### src/logic/csb_params.svh
// constants for the compare, skip and branch execution unit
// assumes an 8-bit core with a 16-bit word-addressed program counter
`ifndef CSB_PARAMS_SVH
`define CSB_PARAMS_SVH

// data path widths
`define CSB_DATA_W 8
`define CSB_PC_W 16
`define CSB_K_W 7
`define CSB_SEL_W 3

// processor_flags bit positions
`define CSB_FLAG_C 0
`define CSB_FLAG_Z 1
`define CSB_FLAG_N 2
`define CSB_FLAG_V 3
`define CSB_FLAG_S 4
`define CSB_FLAG_H 5
`define CSB_FLAG_T 6
`define CSB_FLAG_I 7

// reset values
`define CSB_PC_RST 16'h0000
`define CSB_FLAGS_RST 8'h00

// program counter steps, in words
`define CSB_STEP_SEQ 16'h0001
`define CSB_STEP_SKIP1 16'h0002
`define CSB_STEP_SKIP2 16'h0003

// execution times, in clock cycles
`define CSB_CYC_ONE 2'h1
`define CSB_CYC_TWO 2'h2
`define CSB_CYC_THREE 2'h3

`endif

### src/logic/csb_pkg.sv
// types for the compare, skip and branch execution unit
// assumes csb_params.svh is on the include path
package csb_pkg;

   // instruction selector presented by the decoder
   typedef enum logic [4:0] {
      csb_op_compare_skip_equal = 5'h00,
      csb_op_compare_regs = 5'h01,
      csb_op_compare_regs_with_carry = 5'h02,
      csb_op_compare_immediate = 5'h03,
      csb_op_skip_reg_bit_clear = 5'h04,
      csb_op_skip_reg_bit_set = 5'h05,
      csb_op_skip_io_bit_clear = 5'h06,
      csb_op_skip_io_bit_set = 5'h07,
      csb_op_branch_flag_set = 5'h08,
      csb_op_branch_flag_clear = 5'h09,
      csb_op_branch_equal = 5'h0A,
      csb_op_branch_not_equal = 5'h0B,
      csb_op_branch_carry_set = 5'h0C,
      csb_op_branch_carry_clear = 5'h0D,
      csb_op_branch_same_or_higher = 5'h0E,
      csb_op_branch_lower = 5'h0F,
      csb_op_branch_minus = 5'h10,
      csb_op_branch_plus = 5'h11,
      csb_op_branch_greater_equal_signed = 5'h12,
      csb_op_branch_less_signed = 5'h13,
      csb_op_branch_half_carry_set = 5'h14,
      csb_op_branch_half_carry_clear = 5'h15,
      csb_op_branch_transfer_bit_set = 5'h16,
      csb_op_branch_transfer_bit_clear = 5'h17,
      csb_op_branch_overflow_set = 5'h18,
      csb_op_branch_overflow_clear = 5'h19
   } csb_op_type;

   // sequencer states, gray coded
   typedef enum logic {
      csb_st_idle = 1'b0,
      csb_st_hold = 1'b1
   } csb_state_type;

endpackage

### src/logic/csb_unit.sv
// execution unit for compare, conditional skip and conditional branch
// assumes operands and flags are stable in the cycle start_i is high
`timescale 1ns/1ps
`include "csb_params.svh"


module csb_unit (
   input wire logic mclk_i,
   input wire logic rst_i,
   input wire logic start_i,
   input wire csb_pkg::csb_op_type op_i,
   input wire logic [`CSB_DATA_W-1:0] rd_i,
   input wire logic [`CSB_DATA_W-1:0] rr_i,
   input wire logic [`CSB_DATA_W-1:0] imm_i,
   input wire logic [`CSB_SEL_W-1:0] bit_sel_i,
   input wire logic [`CSB_DATA_W-1:0] io_val_i,
   input wire logic [`CSB_DATA_W-1:0] flags_i,
   input wire logic [`CSB_PC_W-1:0] pc_i,
   input wire logic [`CSB_K_W-1:0] k_i,
   input wire logic next_two_word_i,
   output logic [`CSB_PC_W-1:0] pc_o,
   output logic [`CSB_DATA_W-1:0] flags_o,
   output logic flags_we_o,
   output logic taken_o,
   output logic done_o,
   output logic busy_o
);
   import csb_pkg::*;

   ////////////////////////////////////////////////////////////////////////////
   // helper functions

   // pick one bit of a byte
   function automatic logic bit_pick(input logic [7:0] v, input logic [2:0] s);
      bit_pick = v[s];
   endfunction

   // flags of a - b - cin as {z, n, v, c, h}; keep_z chains the zero flag
   function automatic logic [4:0] sub_flags(input logic [7:0] a, input logic [7:0] b,
                                            input logic cin, input logic z_in,
                                            input logic keep_z);
      logic [7:0] r;
      logic z;
      r = a - b - {7'h00, cin};
      z = (r == 8'h00) && (z_in || !keep_z);
      sub_flags = {z, r[7],
                   (a[7] & ~b[7] & ~r[7]) | (~a[7] & b[7] & r[7]),
                   (~a[7] & b[7]) | (b[7] & r[7]) | (r[7] & ~a[7]),
                   (~a[3] & b[3]) | (b[3] & r[3]) | (r[3] & ~a[3])};
   endfunction

   // branch decode: {is_branch, condition holds}
   function automatic logic [1:0] br_decode(input csb_op_type op, input logic [7:0] f,
                                            input logic [2:0] s);
      logic nv;
      nv = f[`CSB_FLAG_N] ^ f[`CSB_FLAG_V];
      case (op)
         csb_op_branch_flag_set: br_decode = {1'b1, bit_pick(f, s)};
         csb_op_branch_flag_clear: br_decode = {1'b1, !bit_pick(f, s)};
         csb_op_branch_equal: br_decode = {1'b1, f[`CSB_FLAG_Z]};
         csb_op_branch_not_equal: br_decode = {1'b1, !f[`CSB_FLAG_Z]};
         csb_op_branch_carry_set: br_decode = {1'b1, f[`CSB_FLAG_C]};
         csb_op_branch_carry_clear: br_decode = {1'b1, !f[`CSB_FLAG_C]};
         csb_op_branch_same_or_higher: br_decode = {1'b1, !f[`CSB_FLAG_C]};
         csb_op_branch_lower: br_decode = {1'b1, f[`CSB_FLAG_C]};
         csb_op_branch_minus: br_decode = {1'b1, f[`CSB_FLAG_N]};
         csb_op_branch_plus: br_decode = {1'b1, !f[`CSB_FLAG_N]};
         csb_op_branch_greater_equal_signed: br_decode = {1'b1, !nv};
         csb_op_branch_less_signed: br_decode = {1'b1, nv};
         csb_op_branch_half_carry_set: br_decode = {1'b1, f[`CSB_FLAG_H]};
         csb_op_branch_half_carry_clear: br_decode = {1'b1, !f[`CSB_FLAG_H]};
         csb_op_branch_transfer_bit_set: br_decode = {1'b1, f[`CSB_FLAG_T]};
         csb_op_branch_transfer_bit_clear: br_decode = {1'b1, !f[`CSB_FLAG_T]};
         csb_op_branch_overflow_set: br_decode = {1'b1, f[`CSB_FLAG_V]};
         csb_op_branch_overflow_clear: br_decode = {1'b1, !f[`CSB_FLAG_V]};
         default: br_decode = 2'h0;
      endcase
   endfunction

   ////////////////////////////////////////////////////////////////////////////
   // state and declarations

   csb_state_type state_r;
   logic [1:0] cnt_r;
   logic [`CSB_PC_W-1:0] pend_pc_r;
   logic [`CSB_DATA_W-1:0] pend_flags_r;
   logic pend_we_r;
   logic pend_taken_r;

   wire logic take = start_i && (state_r == csb_st_idle);
   wire logic is_compare_skip_equal = (op_i == csb_op_compare_skip_equal);
   wire logic is_cpc = (op_i == csb_op_compare_regs_with_carry);
   wire logic is_cpi = (op_i == csb_op_compare_immediate);
   wire logic is_cmp = (op_i == csb_op_compare_regs) || is_cpc || is_cpi;
   wire logic is_sbr = (op_i == csb_op_skip_reg_bit_clear) || (op_i == csb_op_skip_reg_bit_set);
   wire logic is_sio = (op_i == csb_op_skip_io_bit_clear) || (op_i == csb_op_skip_io_bit_set);
   wire logic is_skip = is_compare_skip_equal || is_sbr || is_sio;

   ////////////////////////////////////////////////////////////////////////////
   // decode of compare flags, skip and branch conditions

   // compare: subtract only, result discarded
   wire logic [7:0] cmp_rhs = is_cpi ? imm_i : rr_i;
   wire logic cmp_cin = is_cpc && flags_i[`CSB_FLAG_C];
   wire logic [4:0] cmp_f = sub_flags(rd_i, cmp_rhs, cmp_cin, flags_i[`CSB_FLAG_Z], is_cpc);
   wire logic [7:0] cmp_flags = {flags_i[`CSB_FLAG_I], flags_i[`CSB_FLAG_T], cmp_f[0],
                                 flags_i[`CSB_FLAG_S], cmp_f[2], cmp_f[3], cmp_f[4], cmp_f[1]};

   // skip conditions; set/clear variants differ in the low opcode bit
   wire logic reg_bit = bit_pick(rr_i, bit_sel_i);
   wire logic io_bit = bit_pick(io_val_i, bit_sel_i);
   wire logic sbr_cond = op_i[0] ? reg_bit : !reg_bit;
   wire logic sio_cond = op_i[0] ? io_bit : !io_bit;
   wire logic skip_go = (is_compare_skip_equal && (rd_i == rr_i)) || (is_sbr && sbr_cond) ||
                        (is_sio && sio_cond);

   // branch condition and relative target
   wire logic [1:0] br = br_decode(op_i, flags_i, bit_sel_i);
   wire logic br_go = br[1] && br[0];
   wire logic [`CSB_PC_W-1:0] k_ext = {{(`CSB_PC_W-`CSB_K_W){k_i[`CSB_K_W-1]}}, k_i};
   wire logic [`CSB_PC_W-1:0] br_target = pc_i + k_ext + `CSB_STEP_SEQ;

   // next pc, cycle count, and flag result
   wire logic [`CSB_PC_W-1:0] skip_step = next_two_word_i ? `CSB_STEP_SKIP2 : `CSB_STEP_SKIP1;
   wire logic [`CSB_PC_W-1:0] new_pc = (is_skip && skip_go) ? pc_i + skip_step :
                                       br_go ? br_target : pc_i + `CSB_STEP_SEQ;
   wire logic [1:0] skip_cyc = next_two_word_i ? `CSB_CYC_THREE : `CSB_CYC_TWO;
   wire logic [1:0] cyc = (is_skip && skip_go) ? skip_cyc :
                          br_go ? `CSB_CYC_TWO : `CSB_CYC_ONE;
   wire logic taken_now = (is_skip && skip_go) || br_go;
   wire logic [7:0] new_flags = is_cmp ? cmp_flags : flags_i;

   // finish now for single-cycle work, later for held work
   // counter is loaded with the full count at the taking edge and drops once per held cycle,
   // so the last held cycle is the one in which it still reads two
   wire logic fin_now = take && (cyc == `CSB_CYC_ONE);
   wire logic fin_late = (state_r == csb_st_hold) && (cnt_r == `CSB_CYC_TWO);
   wire logic fin = fin_now || fin_late;
   wire logic hold_nxt = (take && !fin_now) || ((state_r == csb_st_hold) && !fin_late);

   ////////////////////////////////////////////////////////////////////////////
   // sequencer

   // cycle counter and state
   always_ff @(posedge mclk_i or posedge rst_i) begin
      if (rst_i) begin
         state_r <= csb_st_idle;
         cnt_r <= 2'h0;
      end else begin
         state_r <= hold_nxt ? csb_st_hold : csb_st_idle;
         cnt_r <= take ? cyc : (cnt_r - {1'b0, state_r == csb_st_hold});
      end
   end

   // results captured at acceptance
   always_ff @(posedge mclk_i or posedge rst_i) begin
      if (rst_i) begin
         pend_pc_r <= `CSB_PC_RST;
         pend_flags_r <= `CSB_FLAGS_RST;
         pend_we_r <= 1'b0;
         pend_taken_r <= 1'b0;
      end else if (take) begin
         pend_pc_r <= new_pc;
         pend_flags_r <= new_flags;
         pend_we_r <= is_cmp;
         pend_taken_r <= taken_now;
      end
   end

   // pc, taken and flags outputs updated only when an instruction finishes; done, busy and flag write every cycle
   always_ff @(posedge mclk_i or posedge rst_i) begin
      if (rst_i) begin
         pc_o <= `CSB_PC_RST;
         flags_o <= `CSB_FLAGS_RST;
         flags_we_o <= 1'b0;
         taken_o <= 1'b0;
         done_o <= 1'b0;
         busy_o <= 1'b0;
      end else begin
         done_o <= fin;
         busy_o <= hold_nxt;
         flags_we_o <= fin_now ? is_cmp : (fin_late && pend_we_r);
         if (fin) begin
            pc_o <= fin_now ? new_pc : pend_pc_r;
            taken_o <= fin_now ? taken_now : pend_taken_r;
         end
         if (fin_now && is_cmp) begin
            flags_o <= new_flags;
         end
      end
   end

   ////////////////////////////////////////////////////////////////////////////
   // checks

   compare_skip_equal_skip_a: assert property (@(posedge mclk_i) disable iff (rst_i)
      (take && is_compare_skip_equal && (rd_i == rr_i) && !next_two_word_i) |=>
      !done_o ##1 (done_o && (pc_o == $past(pc_i, 2) + `CSB_STEP_SKIP1)))
      else $error("equal compare did not skip in two cycles");

   compare_skip_equal_noskip_a: assert property (@(posedge mclk_i) disable iff (rst_i)
      (take && is_compare_skip_equal && (rd_i != rr_i)) |=>
      (done_o && !taken_o && (pc_o == $past(pc_i) + `CSB_STEP_SEQ)))
      else $error("unequal compare did not fall through");

   cmp_zero_a: assert property (@(posedge mclk_i) disable iff (rst_i)
      (take && (op_i == csb_op_compare_regs)) |=>
      (done_o && flags_we_o && (flags_o[`CSB_FLAG_Z] == ($past(rd_i) == $past(rr_i)))))
      else $error("register compare zero flag wrong");

   reg_skip_a: assert property (@(posedge mclk_i) disable iff (rst_i)
      (take && (op_i == csb_op_skip_reg_bit_set) && reg_bit && next_two_word_i) |=>
      !done_o [*2] ##1 (done_o && taken_o && (pc_o == $past(pc_i, 3) + `CSB_STEP_SKIP2)))
      else $error("set register bit did not skip two words");

   io_skip_a: assert property (@(posedge mclk_i) disable iff (rst_i)
      (take && (op_i == csb_op_skip_io_bit_clear) && io_bit) |=>
      (done_o && !taken_o))
      else $error("io bit skip taken with bit set");

   branch_taken_a: assert property (@(posedge mclk_i) disable iff (rst_i)
      (take && br_go) |=> busy_o && !done_o ##1
      (done_o && taken_o && (pc_o == $past(br_target, 2))))
      else $error("taken branch wrong target or time");

   lower_branch_a: assert property (@(posedge mclk_i) disable iff (rst_i)
      (take && (op_i == csb_op_branch_lower) && !flags_i[`CSB_FLAG_C]) |=>
      (done_o && (pc_o == $past(pc_i) + `CSB_STEP_SEQ)))
      else $error("lower branch taken on carry clear");

   signed_ge_a: assert property (@(posedge mclk_i) disable iff (rst_i)
      (take && (op_i == csb_op_branch_greater_equal_signed) &&
       (flags_i[`CSB_FLAG_N] == flags_i[`CSB_FLAG_V])) |=> ##1 (done_o && taken_o))
      else $error("signed greater-or-equal not taken");

   flags_hold_a: assert property (@(posedge mclk_i) disable iff (rst_i)
      (done_o && !flags_we_o) |-> $stable(flags_o))
      else $error("flags changed by skip or branch");

endmodule

### config.mk
export PLATFORM = sky130hd
export DESIGN_NAME = csb_unit
export DESIGN_NICKNAME = d
export VERILOG_FILES = /design/src/logic/csb_pkg.sv /design/src/logic/csb_unit.sv
export VERILOG_INCLUDE_DIRS = /design/src /design/src/logic
export SDC_FILE = /design/constraint.sdc
export NUM_CORES = 1
export LEC_CHECK = 0
export BUFFER_PORTS_ARGS = -buffer_cell sky130_fd_sc_hd__buf_2
export CAP_MARGIN = 20
export CORE_UTILIZATION = 30
export DETAILED_ROUTE_END_ITERATION = 16
export PLACE_DENSITY = 0.49
export SKIP_CTS_REPAIR_TIMING = 1
export SYNTH_ARGS = -nofsm -noshare
export SYNTH_HDL_FRONTEND = slang
export SYNTH_SLANG_ARGS = --single-unit
### constraint.sdc
create_clock -name mclk_i -period 3.2 [get_ports mclk_i]
set_clock_uncertainty 0.2 [all_clocks]
set_input_delay 0.32 -clock mclk_i [delete_from_list [all_inputs] [get_ports mclk_i]]
set_output_delay 0.32 -clock mclk_i [all_outputs]
set_load 0.01 [all_outputs]
==> impl_metrics.env <==
export IMPL_multi_input_area_sq_mm=0.00319
export IMPL_place_area_sq_mm=0.00551
export IMPL_cp_cell_sequence="buf_8, nor3_4, nand3_4, mux2_4, fa_2, inv_2, ha_4, nand2_4, a21boi_2, o21a_1, o21a_1, o21a_1, or3_4, a21bo_2, a31oi_1"
export IMPL_crit_start="op_i[2]"
export IMPL_slowest_delay_ps=360
export IMPL_numClockSinks=48
export IMPL_insertion_delay_ps=290
export IMPL_area_delta_synth_final_pct=27.6
export IMPL_rows=44
export IMPL_syn_area_sq_mm=0.00454
export IMPL_route_detailed_drc=4
export IMPL_final_common_cell="buf_2"
export IMPL_yosysSeqAreaShare_pct=26.5
export IMPL_avgViaCountPerCell=5.05
export IMPL_p_sw_share_pct=38.1
export IMPL_run_status="finished, violations left"
export IMPL_die_w_microns=125
export IMPL_yosysWarningCount=0
export IMPL_grt_pass1_vias=4236
export IMPL_fill_cells=1510
export IMPL_syn_num_nets=659
export IMPL_num_vias=4334
export IMPL_criticalPathCategory="primary input to register"
export IMPL_worst_pin_slew_ps=699
export IMPL_yosysTopAreaCellShare_pct=26.5
export IMPL_fin_cells=858
export IMPL_grt_max_degree=49
export IMPL_drive_gt1_share_pct=28.5
export IMPL_yosys_area_top_type="dfrtp_1"
export IMPL_die_y_microns=125
export IMPL_fin_area_sq_mm=0.00579
export IMPL_detail_route_antenna_nets=0
export IMPL_grt_ovfl_total=0
export IMPL_start_util_pct=31.0
export IMPL_synth_avg_cell_area_sq_um=8.28
export IMPL_period_needed_ps=3130
export IMPL_cts_tree="done"
export IMPL_reg2reg_depth=3
export IMPL_r2r_end="pc_o[9]"
export IMPL_failed_checks="design-rule violations"
export IMPL_hold_depth=2
export IMPL_cp_slowest_cell="fa_2"
export IMPL_cp_common_cell="o21a_1"
export IMPL_ys_types=63
export IMPL_design_final_nets=784
export IMPL_routedWlPerCell_microns=15.1
export IMPL_leakage_uw=0.00270
export IMPL_wirelength_microns=13000
export IMPL_grt_first_pass_wirelength_microns=21300
export IMPL_fmax_mhz=319
export IMPL_antenna_found_initial=0
export IMPL_syn_inst=548
export IMPL_cp_required_ps=3200
export IMPL_min_to="flags_o[4]"
export IMPL_critPathLaunchType="primary input"
export IMPL_hold_path_class="primary input to register"
export IMPL_critPathMaxFanout=4
export IMPL_gp_congestion=0.872
export IMPL_p_switching_uw=1170
export IMPL_p_total_uw=3070
export IMPL_hold_viol=0
export IMPL_synth_edf_count=0
export IMPL_ys_top_cells_by_area="dfrtp_1 26%, ha_1 9.1%, nand2_1 6.4%"
export IMPL_r2r_slack_ps=1100
export IMPL_dp_hpwl_microns=10500
export IMPL_regToRegStartpoint="busy_o"
export IMPL_drtIter0Drc=271
export IMPL_cp_data_arrival_time_ps=3130
export IMPL_finalSetupTns_ps=0
export IMPL_core_sq_mm=0.0146
export IMPL_io_pins=103
export IMPL_layout_common_cells="100 x buf_2, 76 x nand2_1, 48 x dfrtp_1"
export IMPL_period_share_pct=97.9
export IMPL_setup_viol_count_final=0
export IMPL_dieArea_sq_mm=0.0156
export IMPL_slew_limit_headroom_pct=53.3
export IMPL_root_buffer="clkbuf_16"
export IMPL_numPortBuffers=102
export IMPL_path_clk_slew_ps=60
export IMPL_endpoint_kind="register"
export IMPL_clkPwrFrac_pct=19.3
export IMPL_ys_flop_type="dfrtp_1"
export IMPL_numCtsBuffers=5
export IMPL_final_seq_area_sq_mm=0.00120
export IMPL_cap_violations=0
export IMPL_hp_start="flags_i[4]"
export IMPL_ys_seq_elements=48
export IMPL_comb_power_share_pct=46.5
export IMPL_power_density_mw_per_mm2=531
export IMPL_internal_power_uw=1900
export IMPL_first_pass_iters=10
export IMPL_grt_use_total_pct=16.8
export IMPL_p_seq_share_pct=34.2
export IMPL_maxSlewViolCount=0
export IMPL_synthArstFlopShare_pct=100
export IMPL_cts_max_path_buffers=2
export IMPL_final_util_pct=39.5
export IMPL_h_tree_depth=2
export IMPL_rsz0062_at_grt="yes"
export IMPL_peakVddDrop_v=0.000253
export IMPL_dp_cells=848
export IMPL_antenna_cells=0
power groups by stage:
stage	combinational, uW	sequential (uW)	clock (uW)
5_1_grt	1610	1090	627
3_3_place_gp	1390	1060	0
6_report	1430	1050	592
3_5_place_dp	1410	1060	0
4_1_cts	1420	1050	609
2_1_floorplan	831	1100	0
final cells by class:
class,instances,area share (%)
inverter,36,2.34
multi-input combinational,441,55.2
timing repair buffer,141,14.9
clock buffer,6,2.23
clock inverter,2,0.605
tap,184,3.98
sequential,48,20.8
kinds of logic (layout without fill, tap and decap cells):
family,Yosys count,count (layout),share of synthesized area [%]
buffers and inverters,59,185,5.32
AOI/OAI and AO/OA,144,144,21.5
muxes,27,27,8.17
and+or+nand+nor,186,186,18.6
xor gates and xnor gates,48,48,9.43
DFF,48,48,26.5
adders and majority gates,36,36,10.4
worst max path at each step:
stage	cells after the start	to
2_1_floorplan	15	flags_o[3]
3_3_place_gp	15	flags_o[3]
3_5_place_dp	11	flags_o[1]
4_1_cts	11	flags_o[1]
5_1_grt	15	flags_o[3]
6_report	15	flags_o[3]
state kept, by name, summed over array words and instances (netlist names):
signal        cells
taken_o           1
done_o            1
cnt_r             2
flags_we_o        1
busy_o            1
pend_we_r         1
flags_o           8
pc_o             16
pend_taken_r      1
pend_pc_r        16
routing by layer:
metal / routed length (microns) / vias up / share of wire, % / global-route usage [%]
met5: 0 / - / 0 / 0
met4: 85 / 0 / 0.66 / 3.08
met3: 403 / 5 / 3.1 / 1.88
met2: 5930 / 69 / 46 / 27.1
met1: 6560 / 2057 / 51 / 24.3
li1: - / 2203 / - / -
synthesized netlist by cell type, types with 9 or more instances:
library cell  count
inv_1            36
xnor2_1          33
dfrtp_1          48
o21ai_0          37
nand2_1          77
a21oi_1          29
mux2_2           10
clkbuf_1         13
nor2_1           44
ha_1             33
nand3_1          14
xor2_1           14
a31oi_1           9
mux2i_1          10
critical path, delay by kind of cell:
kind | cells | cell delay, ps
buffers and inverters | 2 | 180
multiplexers | 1 | 320
AO/OA/AOI/OAI | 6 | 960
AND/OR/NAND/NOR | 4 | 790
adder cells (fa/ha/maj) | 2 | 560
stage by stage:
step	hold slack [ps]	setup WS, ps
floorplan	246	-148
global placement	259	-230
detailed placement	266	-266
CTS	120	18.4
global route	128	-64.9
finish	141	68.5
No activity file was read; power rests on OpenSTA's default activity.
